## config.mk

```make
export PLATFORM = sky130hd
export DESIGN_NAME = time_gate_ctrl
export DESIGN_NICKNAME = d
export VERILOG_FILES = /design/src/hdl/time_gate_pkg.sv /design/src/hdl/gate_span_if.sv /design/src/hdl/gate_span_counter.sv /design/src/hdl/time_gate_ctrl.sv
export VERILOG_INCLUDE_DIRS = /design/src /design/src/hdl
export SDC_FILE = /design/constraint.sdc
export NUM_CORES = 1
export LEC_CHECK = 0
export BUFFER_PORTS_ARGS = -buffer_cell sky130_fd_sc_hd__buf_2
export CAP_MARGIN = 20
export CORE_MARGIN = 2
export CORE_UTILIZATION = 45
export CTS_BUF_LIST = sky130_fd_sc_hd__clkbuf_4
export CTS_CLUSTER_DIAMETER = 60
export DETAILED_ROUTE_END_ITERATION = 10
export PLACE_DENSITY = 0.73
export SLEW_MARGIN = 20
export SYNTH_ARGS = -nofsm -noshare
export SYNTH_HDL_FRONTEND = slang
export SYNTH_SLANG_ARGS = --single-unit
```

## constraint.sdc

```tcl
create_clock -name I_MCLK -period 11.6 [get_ports I_MCLK]
set_input_delay 2.32 -clock I_MCLK [delete_from_list [all_inputs] [get_ports I_MCLK]]
set_output_delay 2.32 -clock I_MCLK [all_outputs]
set_load 0.02 [all_outputs]
```

## src/hdl/time_gate_map.svh

```systemverilog
/*
  Holds the named constants of the time-gate controller: mode and edge
  encodings, widths, and timing figures.
  Assumes it is included by bare name before any module that uses it.
*/
`ifndef TIME_GATE_MAP_SVH
`define TIME_GATE_MAP_SVH

// ----------------------------------------------------------------------
// Encodings
// ----------------------------------------------------------------------
`define TG_TRIG_EDGE        1'h0
`define TG_TRIG_LEVEL       1'h1
`define TG_EDGE_RISE        1'h0
`define TG_EDGE_FALL        1'h1
`define TG_POL_POS          1'h0
`define TG_POL_NEG          1'h1
`define TG_APPLY_OSC        2'h0
`define TG_APPLY_VIDEO      2'h1
`define TG_APPLY_CAPTURE    2'h2

// ----------------------------------------------------------------------
// Widths and defaults
// ----------------------------------------------------------------------
`define TG_CNT_W            32
`define TG_VID_W            16
`define TG_RBW_W            4
`define TG_CAP_BASE_NS      2000
`define TG_CLK_NS           20
`define TG_CAP_BASE_CYC     ((`TG_CAP_BASE_NS + `TG_CLK_NS - 1) / `TG_CLK_NS)

`endif

```

## src/hdl/time_gate_pkg.sv

```systemverilog
/*
  Types shared by the time-gate controller files.
  Assumes time_gate_map.svh is visible to the compilation unit.
*/
`default_nettype none
package time_gate_pkg;
  typedef enum logic [1:0] {APPLY_OSC, APPLY_VIDEO, APPLY_CAPTURE, APPLY_RSVD} apply_mode_e;
endpackage
`default_nettype wire

```

## src/hdl/gate_span_if.sv

```systemverilog
/*
  Carries a start strobe and a cycle count to the span counter, and its
  busy and done indications back.
  Assumes one clock domain shared by both ends.
*/
`default_nettype none
interface gate_span_if #(parameter int CNT_W = 32);
  logic             start;
  logic [CNT_W-1:0] count;
  logic             busy;
  logic             done;
  modport ctrl (output start, output count, input busy, input done);
  modport cnt  (input start, input count, output busy, output done);
endinterface
`default_nettype wire

```

## src/hdl/gate_span_counter.sv

```systemverilog
/*
  Counts a programmed number of clock cycles from a start strobe, the
  start cycle counted as the first, and pulses done on the last one.
  Assumes start is only given while not busy.
*/
`include "time_gate_map.svh"
`default_nettype none
module gate_span_counter #(
  parameter int CNT_W = `TG_CNT_W
) (
  // Clock and reset
  input  wire logic    I_MCLK,
  input  wire logic    I_ARST_N,
  // Control side
  gate_span_if.cnt     span
);
  logic [CNT_W-1:0] remain;

  initial begin
    if (CNT_W < 2) $error("gate_span_counter: CNT_W too small");
  end

  // Down-counter; a zero count finishes on the start cycle itself
  always_ff @(posedge I_MCLK or negedge I_ARST_N) begin
    if (!I_ARST_N) begin
      remain    <= '0;
      span.busy <= 1'b0;
    end else if (span.start && span.count > CNT_W'(1)) begin
      remain    <= span.count - CNT_W'(1);
      span.busy <= 1'b1;
    end else if (span.busy && remain == CNT_W'(1)) begin
      span.busy <= 1'b0;
    end else if (span.busy) begin
      remain <= remain - CNT_W'(1);
    end
  end

  // Done pulses in the last counted cycle
  assign span.done = (span.start && span.count <= CNT_W'(1))
                   || (span.busy && remain == CNT_W'(1));
endmodule // gate_span_counter
`default_nettype wire

```

## src/hdl/time_gate_ctrl.sv

```systemverilog
/*
  Time-gate controller: opens a measurement window from an external
  trigger, edge or level driven, and applies it to the oscillator sweep,
  the video path or a triggered capture.
  Assumes one 50 MHz clock, asynchronous active-low reset, and a trigger
  pin from outside the clock domain.
*/
// Function
// - Edge mode triggers on rising or falling trigger edge as selected.
// - After a trigger, wait the programmed delay, then open the gate; capture mode opens without the delay.
// - Gate stays open exactly the programmed length, or the RBW-set length in capture mode, then closes.
// - Delay and length are separate programmable settings for edge mode.
// - Level mode opens gate while trigger matches selected polarity.
// - Level mode ignores delay and length; gate follows trigger.
// - Gate-status output is low when closed and high when open.
// - Oscillator gating advances the sweep only while gate is open.
// - Video gating sweeps continuously; gate only passes or blocks video.
// - Video switch sits between envelope detector and video filter.
// - Capture gating starts capture on trigger; length follows RBW.
`include "time_gate_map.svh"
`default_nettype none
module time_gate_ctrl
  import time_gate_pkg::*;
#(
  parameter int CNT_W = `TG_CNT_W,
  parameter int VID_W = `TG_VID_W,
  parameter int RBW_W = `TG_RBW_W
) (
  // Clock and reset
  input  wire logic                I_MCLK,
  input  wire logic                I_ARST_N,
  // Trigger pin
  input  wire logic                I_TRIG,
  // Configuration
  input  wire logic                I_TRIG_MODE,
  input  wire logic                I_EDGE_SEL,
  input  wire logic                I_LEVEL_POL,
  input  wire time_gate_pkg::apply_mode_e I_APPLY_MODE,
  input  wire logic [CNT_W-1:0]    I_GATE_DELAY,
  input  wire logic [CNT_W-1:0]    I_GATE_LENGTH,
  input  wire logic [RBW_W-1:0]    I_RBW_SEL,
  // Video path, envelope detector in
  input  wire logic [VID_W-1:0]    I_ENV_DATA,
  // Gate status and applied controls
  output logic                     O_GATE,
  output logic                     O_SWEEP_ADV,
  output logic [VID_W-1:0]         O_VIDEO_DATA,
  output logic                     O_CAPTURE_ACT,
  output logic                     O_CAPTURE_START
);
  import time_gate_pkg::*;

  // --------------------------------------------------------------------
  // Elaboration checks
  // --------------------------------------------------------------------
  initial begin
    if (CNT_W < 8 || CNT_W > 32) $error("time_gate_ctrl: CNT_W out of range");
    if (VID_W < 1) $error("time_gate_ctrl: VID_W must be positive");
    if (RBW_W < 1 || RBW_W > 5) $error("time_gate_ctrl: RBW_W out of range");
  end

  typedef enum logic [1:0] {ST_IDLE, ST_DELAY, ST_OPEN} gate_state_e;

  gate_state_e      state;
  gate_state_e      next_state;
  logic             trig_meta;
  logic             trig_sync;
  logic             trig_prev;
  logic             trig_event;
  logic             level_open;
  logic             edge_open;
  logic             gate_now;
  logic [CNT_W-1:0] capture_len;
  logic [CNT_W-1:0] open_len;
  logic             capture_mode;

  gate_span_if #(.CNT_W(CNT_W)) span ();

  gate_span_counter #(.CNT_W(CNT_W)) u_span (
    .I_MCLK   (I_MCLK),
    .I_ARST_N (I_ARST_N),
    .span     (span)
  );

  // --------------------------------------------------------------------
  // Trigger input
  // --------------------------------------------------------------------
  // Two-stage synchroniser; only the second stage is looked at
  always_ff @(posedge I_MCLK or negedge I_ARST_N) begin
    if (!I_ARST_N) begin
      trig_meta <= 1'b0;
      trig_sync <= 1'b0;
    end else begin
      trig_meta <= I_TRIG;
      trig_sync <= trig_meta;
    end
  end

  // Previous synced level for edge detection
  always_ff @(posedge I_MCLK or negedge I_ARST_N) begin
    if (!I_ARST_N) begin
      trig_prev <= 1'b0;
    end else begin
      trig_prev <= trig_sync;
    end
  end

  // Selected edge forms the trigger event; the source is assumed periodic
  assign trig_event = (I_EDGE_SEL == `TG_EDGE_RISE) ? (trig_sync && !trig_prev)
                                                    : (!trig_sync && trig_prev);

  // Level mode follows the synchronised pin, no delay or length used
  assign level_open = (I_LEVEL_POL == `TG_POL_POS) ? trig_sync : !trig_sync;

  // --------------------------------------------------------------------
  // Window length
  // --------------------------------------------------------------------
  // Capture length scales with RBW setting: a narrower filter needs a
  // longer record, so each step of the selector doubles it
  assign capture_len = CNT_W'(`TG_CAP_BASE_CYC) << I_RBW_SEL;
  assign capture_mode = (I_APPLY_MODE == APPLY_CAPTURE);
  // Capture mode ignores the programmed length
  assign open_len = capture_mode ? capture_len : I_GATE_LENGTH;

  // --------------------------------------------------------------------
  // Edge-mode sequencer
  // --------------------------------------------------------------------
  // Next state; triggers outside idle are dropped
  always_comb begin
    next_state = state;
    unique case (state)
      ST_IDLE: begin
        if (I_TRIG_MODE == `TG_TRIG_EDGE && trig_event) begin
          if (capture_mode || I_GATE_DELAY == '0) begin
            next_state = (open_len == '0) ? ST_IDLE : ST_OPEN;
          end else begin
            next_state = ST_DELAY;
          end
        end
      end
      ST_DELAY: begin
        if (span.done) begin
          next_state = (open_len == '0) ? ST_IDLE : ST_OPEN;
        end
      end
      ST_OPEN: begin
        if (span.done) begin
          next_state = ST_IDLE;
        end
      end
      default: next_state = ST_IDLE;
    endcase
    if (I_TRIG_MODE == `TG_TRIG_LEVEL) begin
      next_state = ST_IDLE;
    end
  end

  // State register; reset closes the gate
  always_ff @(posedge I_MCLK or negedge I_ARST_N) begin
    if (!I_ARST_N) begin
      state <= ST_IDLE;
    end else begin
      state <= next_state;
    end
  end

  // Span counter start: each phase loads its count in its own first cycle,
  // so a phase lasts exactly its count, and a count of one cannot finish
  // before its phase is entered
  always_comb begin
    span.start = 1'b0;
    span.count = '0;
    if (state == ST_DELAY && !span.busy) begin
      span.start = 1'b1;
      span.count = I_GATE_DELAY;
    end else if (state == ST_OPEN && !span.busy) begin
      span.start = 1'b1;
      span.count = open_len;
    end
  end

  assign edge_open = (next_state == ST_OPEN);
  assign gate_now  = (I_TRIG_MODE == `TG_TRIG_LEVEL) ? level_open : edge_open;

  // --------------------------------------------------------------------
  // Outputs
  // --------------------------------------------------------------------
  // Gate status, high while open
  always_ff @(posedge I_MCLK or negedge I_ARST_N) begin
    if (!I_ARST_N) begin
      O_GATE <= 1'b0;
    end else begin
      O_GATE <= gate_now;
    end
  end

  // Sweep advance: gated only in oscillator mode; video mode never stops
  always_ff @(posedge I_MCLK or negedge I_ARST_N) begin
    if (!I_ARST_N) begin
      O_SWEEP_ADV <= 1'b0;
    end else begin
      unique case (I_APPLY_MODE)
        APPLY_OSC:     O_SWEEP_ADV <= gate_now;
        APPLY_VIDEO:   O_SWEEP_ADV <= 1'b1;
        APPLY_CAPTURE: O_SWEEP_ADV <= 1'b0;
        default:       O_SWEEP_ADV <= 1'b0;
      endcase
    end
  end

  // Video switch after detector, before filter; zero when blocked
  always_ff @(posedge I_MCLK or negedge I_ARST_N) begin
    if (!I_ARST_N) begin
      O_VIDEO_DATA <= '0;
    end else if (I_APPLY_MODE != APPLY_VIDEO || gate_now) begin
      O_VIDEO_DATA <= I_ENV_DATA;
    end else begin
      O_VIDEO_DATA <= '0;
    end
  end

  // Capture strobe and active window in capture mode
  always_ff @(posedge I_MCLK or negedge I_ARST_N) begin
    if (!I_ARST_N) begin
      O_CAPTURE_ACT   <= 1'b0;
      O_CAPTURE_START <= 1'b0;
    end else begin
      O_CAPTURE_ACT   <= capture_mode && gate_now;
      O_CAPTURE_START <= capture_mode && gate_now && !O_CAPTURE_ACT;
    end
  end
endmodule // time_gate_ctrl
`default_nettype wire

```

==> flow_summary.ini, run 1 <==
[route]
dr.pass1.iters = 7
wl_met1_mm = 6.230
topRoutingLayerUsed = met4
routedWlPerCell_um = 17.80
wl_met3_um = 985
drt_wl_total_mm = 14.33
vias_per_cell = 5.907
drt-initial-drc-count = 404
route.antenna.remaining_nets = 0
drc = 0
met2_length_mm = 6.740
vias = 4755

[sta]
finalMaxSlewViolations = 0
timing.fmax_mhz = 168.8
whs_ns = 0.3606
final-setup-viol-count = 0
relSlewSlack = 0.3166
finClkSkew_ns = 0.01548
setup_tns_ns = 0
finalHoldViolCount = 0
fin_crit_ns = 5.923
rsz0062_at_grt = false
tightest_slew_ns = 1.025
period_share = 0.5106

[logic_synthesis]
ys_async_sr_fraction = 1.000
synth.avg_cell_area_sq_um = 8.020
synth-seq-cells = 58
ys_seq_area_frac = 0.3197
syn_nets = 666
synth_cells = 566
yosys_most_used_dff = dfrtp_1
synth_edf_count = 0
ys_warn_count = 0
syn_area_sq_um = 4539
synth_cell_types = 64

[global_routing]
grt_max_degree = 59
grt-ovfl-total = 0
antenna_found_initial = 0
grt_use_total = 0.2679
first_global_vias = 4614
grt_pass1_wl_mm = 23.45

[worst_hold_path]
min_from = trig_meta$_DFF_PN0_
holdPathEnd = trig_sync$_DFF_PN0_
hp-class = register to register
min_delay_path_depth = 0

[worst_setup_path]
required_ns = 11.95
cp_cell_sequence = buf_2, inv_1, ha_1, mux2_2, and3_1, a221o_1, or4_1, nor4_4, a31oi_1, or3_1, a21oi_2, and2_1
start_kind = input pin
reg2reg_slack_ns = 7.07
max_stage_delay_ns = 0.71
arrival_ns = 6.27
cp-end-kind = register
reg2regPathDepth = 9
r2r-start = u_span.span.busy$_DFFE_PN0P_
path_class = input pin to register
r2r-end = O_VIDEO_DATA[11]$_DFF_PN0_
critPathMaxFanout = 16
slowest_stage = or4_1

[final_layout]
fillers = 956
regMostFlops = u_span.remain
design_area_sq_um = 5349
final_util = 0.5472
syn2layout_area_growth_pct = 17.83
drive_gt1_frac = 0.2158
final_net_count = 767
largest_reg_flops = 32
antenna_cells = 0
reg_top3 = u_span.remain x32, O_VIDEO_DATA x16, state x2

[clock_tree]
clockBufferDepth = 2
cts_resized = 0
cts_made_buffers = 9
tritoncts = built
post-cts-setup-buffers = 0
clk_pin_slew_ns = 0.10
cts.sinks = 58
htreeDepth = 3
clk_latency_ns = 0.41
cts_hold_buffers = 0
cts_root_buf = clkbuf_4

[placement]
gp_congestion = 1.034
dp_hpwl_mm = 11.28
port-buffer-count = 111
placed_cell_area_sq_um = 5197

[floorplan]
dieArea_sq_um = 10910
row_count = 36
core_sq_um = 9774
die_h_um = 104.4
die_w_um = 104.4
ios = 112
initial_core_util = 0.4644

[run]
cap_viol_max_count = 0

[power]
leakage_nw = 2.360
power_density_nw_per_um2 = 147.6
max-vdd-ir-drop_v = 0.00007094

[status]
status = complete, no violations
-- Yosys cell counts (5+ instances only) --
| master | n | area share |
|---|---|---|
| nor2_1 | 63 | 0.052 |
| and2_1 | 21 | 0.029 |
| a21oi_1 | 20 | 0.022 |
| nor4_1 | 18 | 0.025 |
| xor2_1 | 26 | 0.050 |
| a31oi_1 | 9 | 0.012 |
| nor3b_1 | 7 | 0.012 |
| nand3b_1 | 5 | 0.0083 |
| mux2i_1 | 6 | 0.013 |
| or4_1 | 8 | 0.013 |
| nor3_1 | 25 | 0.028 |
| buf_2 | 7 | 0.0077 |
| clkbuf_1 | 18 | 0.015 |
| nand3_1 | 9 | 0.0099 |
| dfrtp_1 | 58 | 0.32 |
| nand4_1 | 5 | 0.0069 |
| inv_1 | 16 | 0.013 |
| nand2b_1 | 12 | 0.017 |
| nand2_1 | 55 | 0.045 |
| o211ai_1 | 5 | 0.0083 |
| a22oi_1 | 21 | 0.035 |
| or3_1 | 9 | 0.012 |
| o21ai_0 | 41 | 0.045 |
| xnor2_1 | 23 | 0.044 |
| ha_1 | 8 | 0.022 |
| a221oi_1 | 5 | 0.0096 |
-- layout make-up --
class,count,area (sq um),share of cell area
tap,133,166.4,0.03111
clock inverter,7,83.83,0.01567
multi-input combinational,465,2919,0.5457
timing repair buffer,117,600.6,0.1123
sequential,58,1451,0.2713
inverter,16,60.06,0.01123
clock buffer,9,67.56,0.01263
-- per-layer routing --
layer	up-vias	GRT usage
met2	224	0.4388
met4	0	0.09266
met3	38	0.04261
met5	-	0
li1	2269	-
met1	2224	0.3586
-- placed cells by master (no fill, tap or decap), types with 8 or more instances in the layout --
cell and count:
nand2_1 55, o21ai_0 41, a31oi_1 9, a21oi_1 20, nor4_1 18, nand2b_1 12, nand3_1 9, clkbuf_4 9
xor2_1 26, nor2_1 63, inv_1 16, or4_1 8, and2_1 21, dfrtp_1 58, nor3_1 25, or3_1 9
xnor2_1 23, a22oi_1 21, buf_2 111, ha_1 8
-- kinds of logic after synthesis --
logic type / Yosys count / synth area share
and+or+nand+nor: 257 / 0.2938
buffers and inverters: 43 / 0.03831
AOI/OAI and AO/OA: 144 / 0.2158
xor gates and xnor gates: 49 / 0.09454
muxes: 7 / 0.01571
adders and majority gates: 8 / 0.02205
DFF: 58 / 0.3197
-- worst max path at each step --
stage	depth (start not counted)	slack, ns	to	startpoint
3_3_place_gp	11	5.35	u_span.remain[10]$_DFFE_PN0P_	I_RBW_SEL[1]
4_1_cts	12	5.74	O_VIDEO_DATA[11]$_DFF_PN0_	I_RBW_SEL[1]
2_1_floorplan	13	6.02	O_VIDEO_DATA[10]$_DFF_PN0_	I_RBW_SEL[1]
3_5_place_dp	12	5.28	O_VIDEO_DATA[11]$_DFF_PN0_	I_RBW_SEL[1]
6_report	12	5.68	O_VIDEO_DATA[11]$_DFF_PN0_	I_RBW_SEL[1]
5_1_grt	12	5.43	O_VIDEO_DATA[15]$_DFF_PN0_	I_RBW_SEL[1]
-- per-stage QoR --
| stage | power (W) | setup WS [ns] | std cells |
|---|---|---|---|
| global placement | 0.0006147 | 5.354 | 789 |
| finish | 0.0007896 | 5.677 | 805 |
| global route | 0.0008472 | 5.435 | 805 |
| CTS | 0.0007879 | 5.739 | 805 |
| floorplan | 0.0005285 | 6.022 | 566 |
| detailed placement | 0.0006226 | 5.281 | 789 |
-- power breakdown --
part           leakage [nW]  switching, W  total, W  internal (W)
clock                0.0784     0.0000788  0.000164     0.0000849
sequential            0.690     0.0000573  0.000320      0.000262
combinational          1.59      0.000174  0.000306      0.000132
-- critical path: cells and delay by family --
kind | cells | cell delay (ns)
simple gates | 5 | 1.91
mux | 1 | 0.32
fa+ha+maj | 1 | 0.38
compound gates | 3 | 1.04
buf+inv | 2 | 0.29
Note: power is estimated with default switching activity, not from simulation.
==> run 2: changes to the inputs <==
ABC_AREA = 1   (was unset)
PLACE_DENSITY = 0.72   (was 0.73)
clock period = 5.6 ns   (was 11.6 ns; I/O delays follow)
==> run 2 against run 1 <==
  * Area after synthesis rose by 14%
  * Synthesized cell count rose by 40%
  * Clock-buffer cell count stayed put
  * Register-to-register slack got worse by 4.8 ns
  * Total power is 9.0% higher
  * Non-clock buffer count fell by 3
  * Utilization is 2.5 points lower
  * Largest power group unchanged
==> flow_summary.ini, run 2 <==
[status]
status = complete, no violations

[final_layout]
reg_top3 = u_span.remain x32, O_VIDEO_DATA x16, state x2
drive_gt1_frac = 0.2217
fillers = 1205
regArea_sq_um = 1451
regMostFlops = u_span.remain
stdcell_count = 1045
mostFrequentLayoutCell = nand2_1
final_util = 0.5223
multiInputGateArea_sq_um = 3162
syn2layout_area_growth_pct = 14.24
antenna_cells = 0
layout_common_cells = nand2_1 (214), buf_2 (111), nor2_1 (96)
final_net_count = 999
largest_reg_flops = 32

[clock_tree]
cts_root_buf = clkbuf_4
clk_latency_ns = 0.44
tritoncts = built
cts.sinks = 58
htreeDepth = 3
clockBufferDepth = 2
cts_resized = 0
post-cts-setup-buffers = 0
clk_pin_slew_ns = 0.08
cts_made_buffers = 9
cts_hold_buffers = 0

[worst_setup_path]
cp_cell_sequence = buf_2, inv_1, ha_1, nand2_1, inv_1, nor2_1, nand2_1, nand2_1, a21oi_2, nand2_1, nor2_4, nand3_2, nor2_4, nand2_1, nand2_4, nand2_2, inv_2, a31oi_1, o21ai_0, nand2_1
start_kind = input pin
r2r-start = u_span.span.busy$_DFFE_PN0P_
reg2reg_slack_ns = 2.28
critPathMaxFanout = 36
path_class = input pin to register
arrival_ns = 3.92
max_stage_delay_ns = 0.33
cp_num_buf_inv = 4
r2r-end = u_span.remain[21]$_DFFE_PN0P_
slowest_stage = inv_2
crit_family = simple AND/OR/NAND/NOR gates
crit_path_start = I_RBW_SEL[1]
required_ns = 5.91
reg2regPathDepth = 16
cp-end-kind = register
worst_path_most_repeated_cell = nand2_1

[power]
p_sw_w = 0.0002482
power_density_nw_per_um2 = 145.5
p_seq_frac = 0.504
max-vdd-ir-drop_v = 0.0001239
total_power_w = 0.0008606
cell_internal_pwr_w = 0.0006124
leakage_nw = 3.235
combPwrFrac = 0.177
swShare = 0.2884
pwr-share-clk = 0.319

[logic_synthesis]
ys_async_sr_fraction = 1.000
syn_nets = 894
synth_common_cells = nand2_1 (214), nor2_1 (96), inv_1 (92), dfrtp_1 (58), o21ai_0 (48)
yosys_most_used_dff = dfrtp_1
syn_area_sq_um = 5176
synth.avg_cell_area_sq_um = 6.519
synth-seq-cells = 58
synth_edf_count = 0
synth_cells = 794
netlist.area_leader.share = 0.2804
ys_seq_area_frac = 0.2804
synth_cell_types = 44
ys_warn_count = 0
yosysTopAreaCell = dfrtp_1
ys_top_cells_by_area = dfrtp_1 (28%), nand2_1 (16%), nor2_1 (7.0%)
synth.most_common_cell = nand2_1

[sta]
tightest_slew_ns = 0.7381
worst_slack_ns = 1.992
final-setup-viol-count = 0
finClkSkew_ns = 0.02244
finalHoldViolCount = 0
timing.fmax_mhz = 277.2
setup_tns_ns = 0
fin_crit_ns = 3.608
relSlewSlack = 0.5080
rsz0062_at_grt = false
period_share = 0.6442
finalMaxSlewViolations = 0

[route]
vias_per_cell = 5.137
drt_wl_total_mm = 14.66
drt-initial-drc-count = 315
dr.pass1.iters = 5
drc = 0
vias = 5368
route.antenna.remaining_nets = 0
routedWlPerCell_um = 14.03

[floorplan]
die_h_um = 111.3
die_w_um = 111.3
dieArea_sq_um = 12380
ios = 112
core_sq_um = 11320
initial_core_util = 0.4572
row_count = 39

[global_routing]
grt_pass1_wl_mm = 24.63
grt_max_degree = 59
grt_use_total = 0.2451
grt-ovfl-total = 0
antenna_found_initial = 0
first_global_vias = 5152

[run]
cap_viol_max_count = 0

[placement]
dp_hpwl_mm = 11.79
place_ws_ns = 1.570
dp.cells = 1031
gp_congestion = 0.9824
port-buffer-count = 111

[worst_hold_path]
holdPathEnd = trig_sync$_DFF_PN0_
min_from = trig_meta$_DFF_PN0_
min_delay_path_depth = 0
hp-class = register to register
-- run 2: cells by family after synthesis --
family,count (synthesis),share of synthesized area
adders and majority gates,8,0.01934
AOI/OAI and AO/OA,114,0.1293
buffers and inverters,134,0.1088
and+or+nand+nor,443,0.3996
DFF,58,0.2804
xor gates and xnor gates,37,0.06261
-- run 2: worst max path at each step --
stage                                               end  slack, ns  cells after the start
after floorplan              O_VIDEO_DATA[10]$_DFF_PN0_       2.46                     19
after global placement    u_span.remain[21]$_DFFE_PN0P_       1.63                     19
after detailed placement  u_span.remain[21]$_DFFE_PN0P_       1.57                     20
after CTS                 u_span.remain[21]$_DFFE_PN0P_       2.04                     20
after global routing      u_span.remain[21]$_DFFE_PN0P_       1.69                     19
final                     u_span.remain[21]$_DFFE_PN0P_       1.99                     20
-- run 2: area by class of cell --
class / instances / share of cell area
Clock buffer: 9 / 0.01143
Multi-Input combinational cell: 602 / 0.5347
Inverter: 114 / 0.07237
Sequential cell: 58 / 0.2455
Timing Repair Buffer: 114 / 0.09776
Clock inverter: 5 / 0.008041
Tap cell: 143 / 0.03026
-- run 2: power by group through the flow --
stage                     Combinational (W)  Sequential [W]  Clock [W]
after floorplan                   0.0000682        0.000456          0
after global placement             0.000152        0.000442          0
after detailed placement           0.000152        0.000442          0
after CTS                          0.000152        0.000434   0.000285
after global routing               0.000169        0.000435   0.000306
final                              0.000152        0.000434   0.000274
-- run 2: per-stage QoR --
step,hold WS [ns],cell area (sq um)
6_report,0.3566,5913
5_1_grt,0.3860,5913
4_1_cts,0.3618,5913
3_5_place_dp,0.3411,5798
3_3_place_gp,0.3330,5798
2_1_floorplan,0.3312,5176
-- run 2: layer usage --
metal	vias up	global-route usage	wire (um)
met5	-	0	0
met4	0	0.09712	405
met3	31	0.04374	843
met2	190	0.3846	6565
met1	2396	0.3356	6845
li1	2751	-	-
==> run 3: changes to the inputs <==
ABC_AREA = 0   (was 1)
PLACE_DENSITY = 0.76   (was 0.72)
clock period = 2.9 ns   (was 5.6 ns; I/O delays follow)
==> run 3 against run 2 <==
  * The flow now finishes with violations (setup timing)
  * First-iteration DRC count increased by 70%
  * Clock skew shrank 0.0039 ns
  * Sequential cell count unchanged
  * Via count increased by 14%
  * Clock power grew to 2.9 times the previous value
  * Total power rose to 4.8 times the previous value
  * Global-route usage rose by 7.2 points
  * Die area shrank 12%
  * Utilization up 23 points
  * Sequential power grew to 2.9 times the previous value
  * Critical endpoint is now u_span.remain[23]$_DFFE_PN0P_
  * Largest cell class unchanged
  * Highest routed layer unchanged
==> flow_summary.ini, run 3 (synthesis results as in run 1) <==
[sta]
period_share = 1.183
finalHoldViolCount = 0
tightest_slew_ns = 0.7504
rsz0062_at_grt = true
final-setup-viol-count = 55
worst_slack_ns = -0.5309
timing.fmax_mhz = 291.5
relSlewSlack = 0.4945
setup_tns_ns = -16.19
finClkSkew_ns = 0.01856
whs_ns = 0.2388
finalMaxSlewViolations = 0
fin_crit_ns = 3.431

[global_routing]
grt_pass1_wl_mm = 27.47
first_global_vias = 5616
grt-ovfl-total = 0
grt_max_degree = 59
antenna_found_initial = 1
grt_use_total = 0.3168

[route]
vias = 6110
dr.pass1.iters = 5
routedWlPerCell_um = 20.38
vias_per_cell = 6.241
drc = 0
drt-initial-drc-count = 537
route.antenna.remaining_nets = 0
drt_wl_total_mm = 19.95

[worst_setup_path]
max_stage_delay_ns = 0.57
path_class = register to register
r2r-start = state[0]$_DFF_PN0_
reg2reg_slack_ns = -0.53
arrival_ns = 3.76
r2r-end = u_span.remain[23]$_DFFE_PN0P_
cp_cell_sequence = buf_4, nor3b_4, buf_4, nand2_1, o21ai_2, or4_4, buf_6, buf_6, or4_4, nor3_4, nand4_1, xnor2_1, o21ai_1
critPathMaxFanout = 13
slowest_stage = or4_4
crit_path_start = state[0]$_DFF_PN0_
start_kind = register
cp-end-kind = register
reg2regPathDepth = 13
cp-endpoint = u_span.remain[23]$_DFFE_PN0P_
required_ns = 3.23

[floorplan]
dieArea_sq_um = 10910
die_h_um = 104.4
row_count = 36
die_w_um = 104.4
initial_core_util = 0.4644
ios = 112
core_sq_um = 9774

[power]
leakage_nw = 3.395
max-vdd-ir-drop_v = 0.0002834
power_density_nw_per_um2 = 557.4
total_power_w = 0.004088

[final_layout]
drive_gt1_frac = 0.4627
reg_top3 = u_span.remain x32, O_VIDEO_DATA x16, state x2
syn2layout_area_growth_pct = 61.55
regMostFlops = u_span.remain
stdcell_count = 979
layout_common_cells = buf_4 (149), buf_2 (111), dfrtp_1 (58)
largest_reg_flops = 32
final_net_count = 940
mostFrequentLayoutCell = buf_4

[clock_tree]
cts_hold_buffers = 0
clk_pin_slew_ns = 0.13
htreeDepth = 3
cts_root_buf = clkbuf_4
clk_latency_ns = 0.44
cts.sinks = 58
tritoncts = built
cts_made_buffers = 9
clockBufferDepth = 2

[run]
cap_viol_max_count = 0

[placement]
gp_congestion = 1.061
dp_hpwl_mm = 13.53
port-buffer-count = 111
dp.cells = 927

[worst_hold_path]
min_from = I_TRIG
hp-class = input pin to register

[status]
status = finished, violations left
failed_checks = setup timing
==> run 3: cell count changes in the layout (fill, tap and decap cells not counted), moves of 24 or more <==
| cell | before | now |
|---|---|---|
| buf_6 | 0 | 24 |
| o21ai_0 | 48 | 23 |
| buf_4 | 3 | 149 |
| nor2_1 | 96 | 57 |
| inv_1 | 92 | 13 |
| nand3_1 | 44 | 7 |
| nand2_1 | 214 | 48 |
==> run 3: per-stage QoR <==
| stage | setup WS (ns) | instance area [sq um] | utilization |
|---|---|---|---|
| finish | -0.5309 | 7333 | 0.7503 |
| global route | -0.5856 | 7333 | 0.7503 |
| CTS | -0.3010 | 6777 | 0.6933 |
| detailed placement | -0.9314 | 6311 | 0.6457 |
| global placement | -0.9091 | 6311 | 0.6457 |
| floorplan | -0.6467 | 4674 | - |
==> run 3: how the worst min path moves through the flow <==
stage,to,slack (ns),depth (start not counted)
final,trig_meta$_DFF_PN0_,0.24,1
after global routing,trig_meta$_DFF_PN0_,0.22,1
after CTS,trig_meta$_DFF_PN0_,0.22,1
after detailed placement,trig_sync$_DFF_PN0_,0.34,0
after global placement,trig_sync$_DFF_PN0_,0.33,0
after floorplan,O_CAPTURE_ACT$_DFF_PN0_,0.28,0
==> run 3: cell type report <==
type                            instances  area, sq um
Tap cell                              133        166.4
Fill cell                             691         2441
Clock inverter                          7        125.1
Sequential cell                        58         1451
Multi-Input combinational cell        465         3405
Inverter                               16        66.31
Antenna cell                            1        2.502
Clock buffer                            9        67.56
Timing Repair Buffer                  290         2049
==> run 3: what timing repair did <==
| item | 4_1_cts | 5_1_grt |
|---|---|---|
| resized for setup | 47 | 98 |
| cloned | 0 | 5 |
| setup endpoints to repair | 55 | 55 |
| setup buffers | 12 | 20 |
| pin swaps | 19 | 47 |
==> run 3: per-layer routing <==
| metal | wire, um | track usage | up-vias |
|---|---|---|---|
| met5 | 0 | 0 | - |
| met4 | 1315 | 0.1409 | 0 |
| met3 | 1997 | 0.05451 | 139 |
| met2 | 9609 | 0.5472 | 501 |
| met1 | 7027 | 0.3851 | 2849 |
| li1 | - | - | 2621 |
==> run 3: where the power goes <==
part | total, W | switching [W] | internal, W
clock | 0.000807 | 0.000364 | 0.000443
combinational | 0.00200 | 0.00105 | 0.000951
sequential | 0.00128 | 0.000236 | 0.00105
total | 0.00409 | 0.00165 | 0.00244
==> run 3: worst max-delay path: cells and delay by family, from the launching register on <==
kind	cells	cell delay [ns]
flip-flops	1	0.43
buffers and inverters	4	0.63
XOR/XNOR	1	0.23
AND/OR/NAND/NOR	6	1.82
AO/OA/AOI/OAI	2	0.19
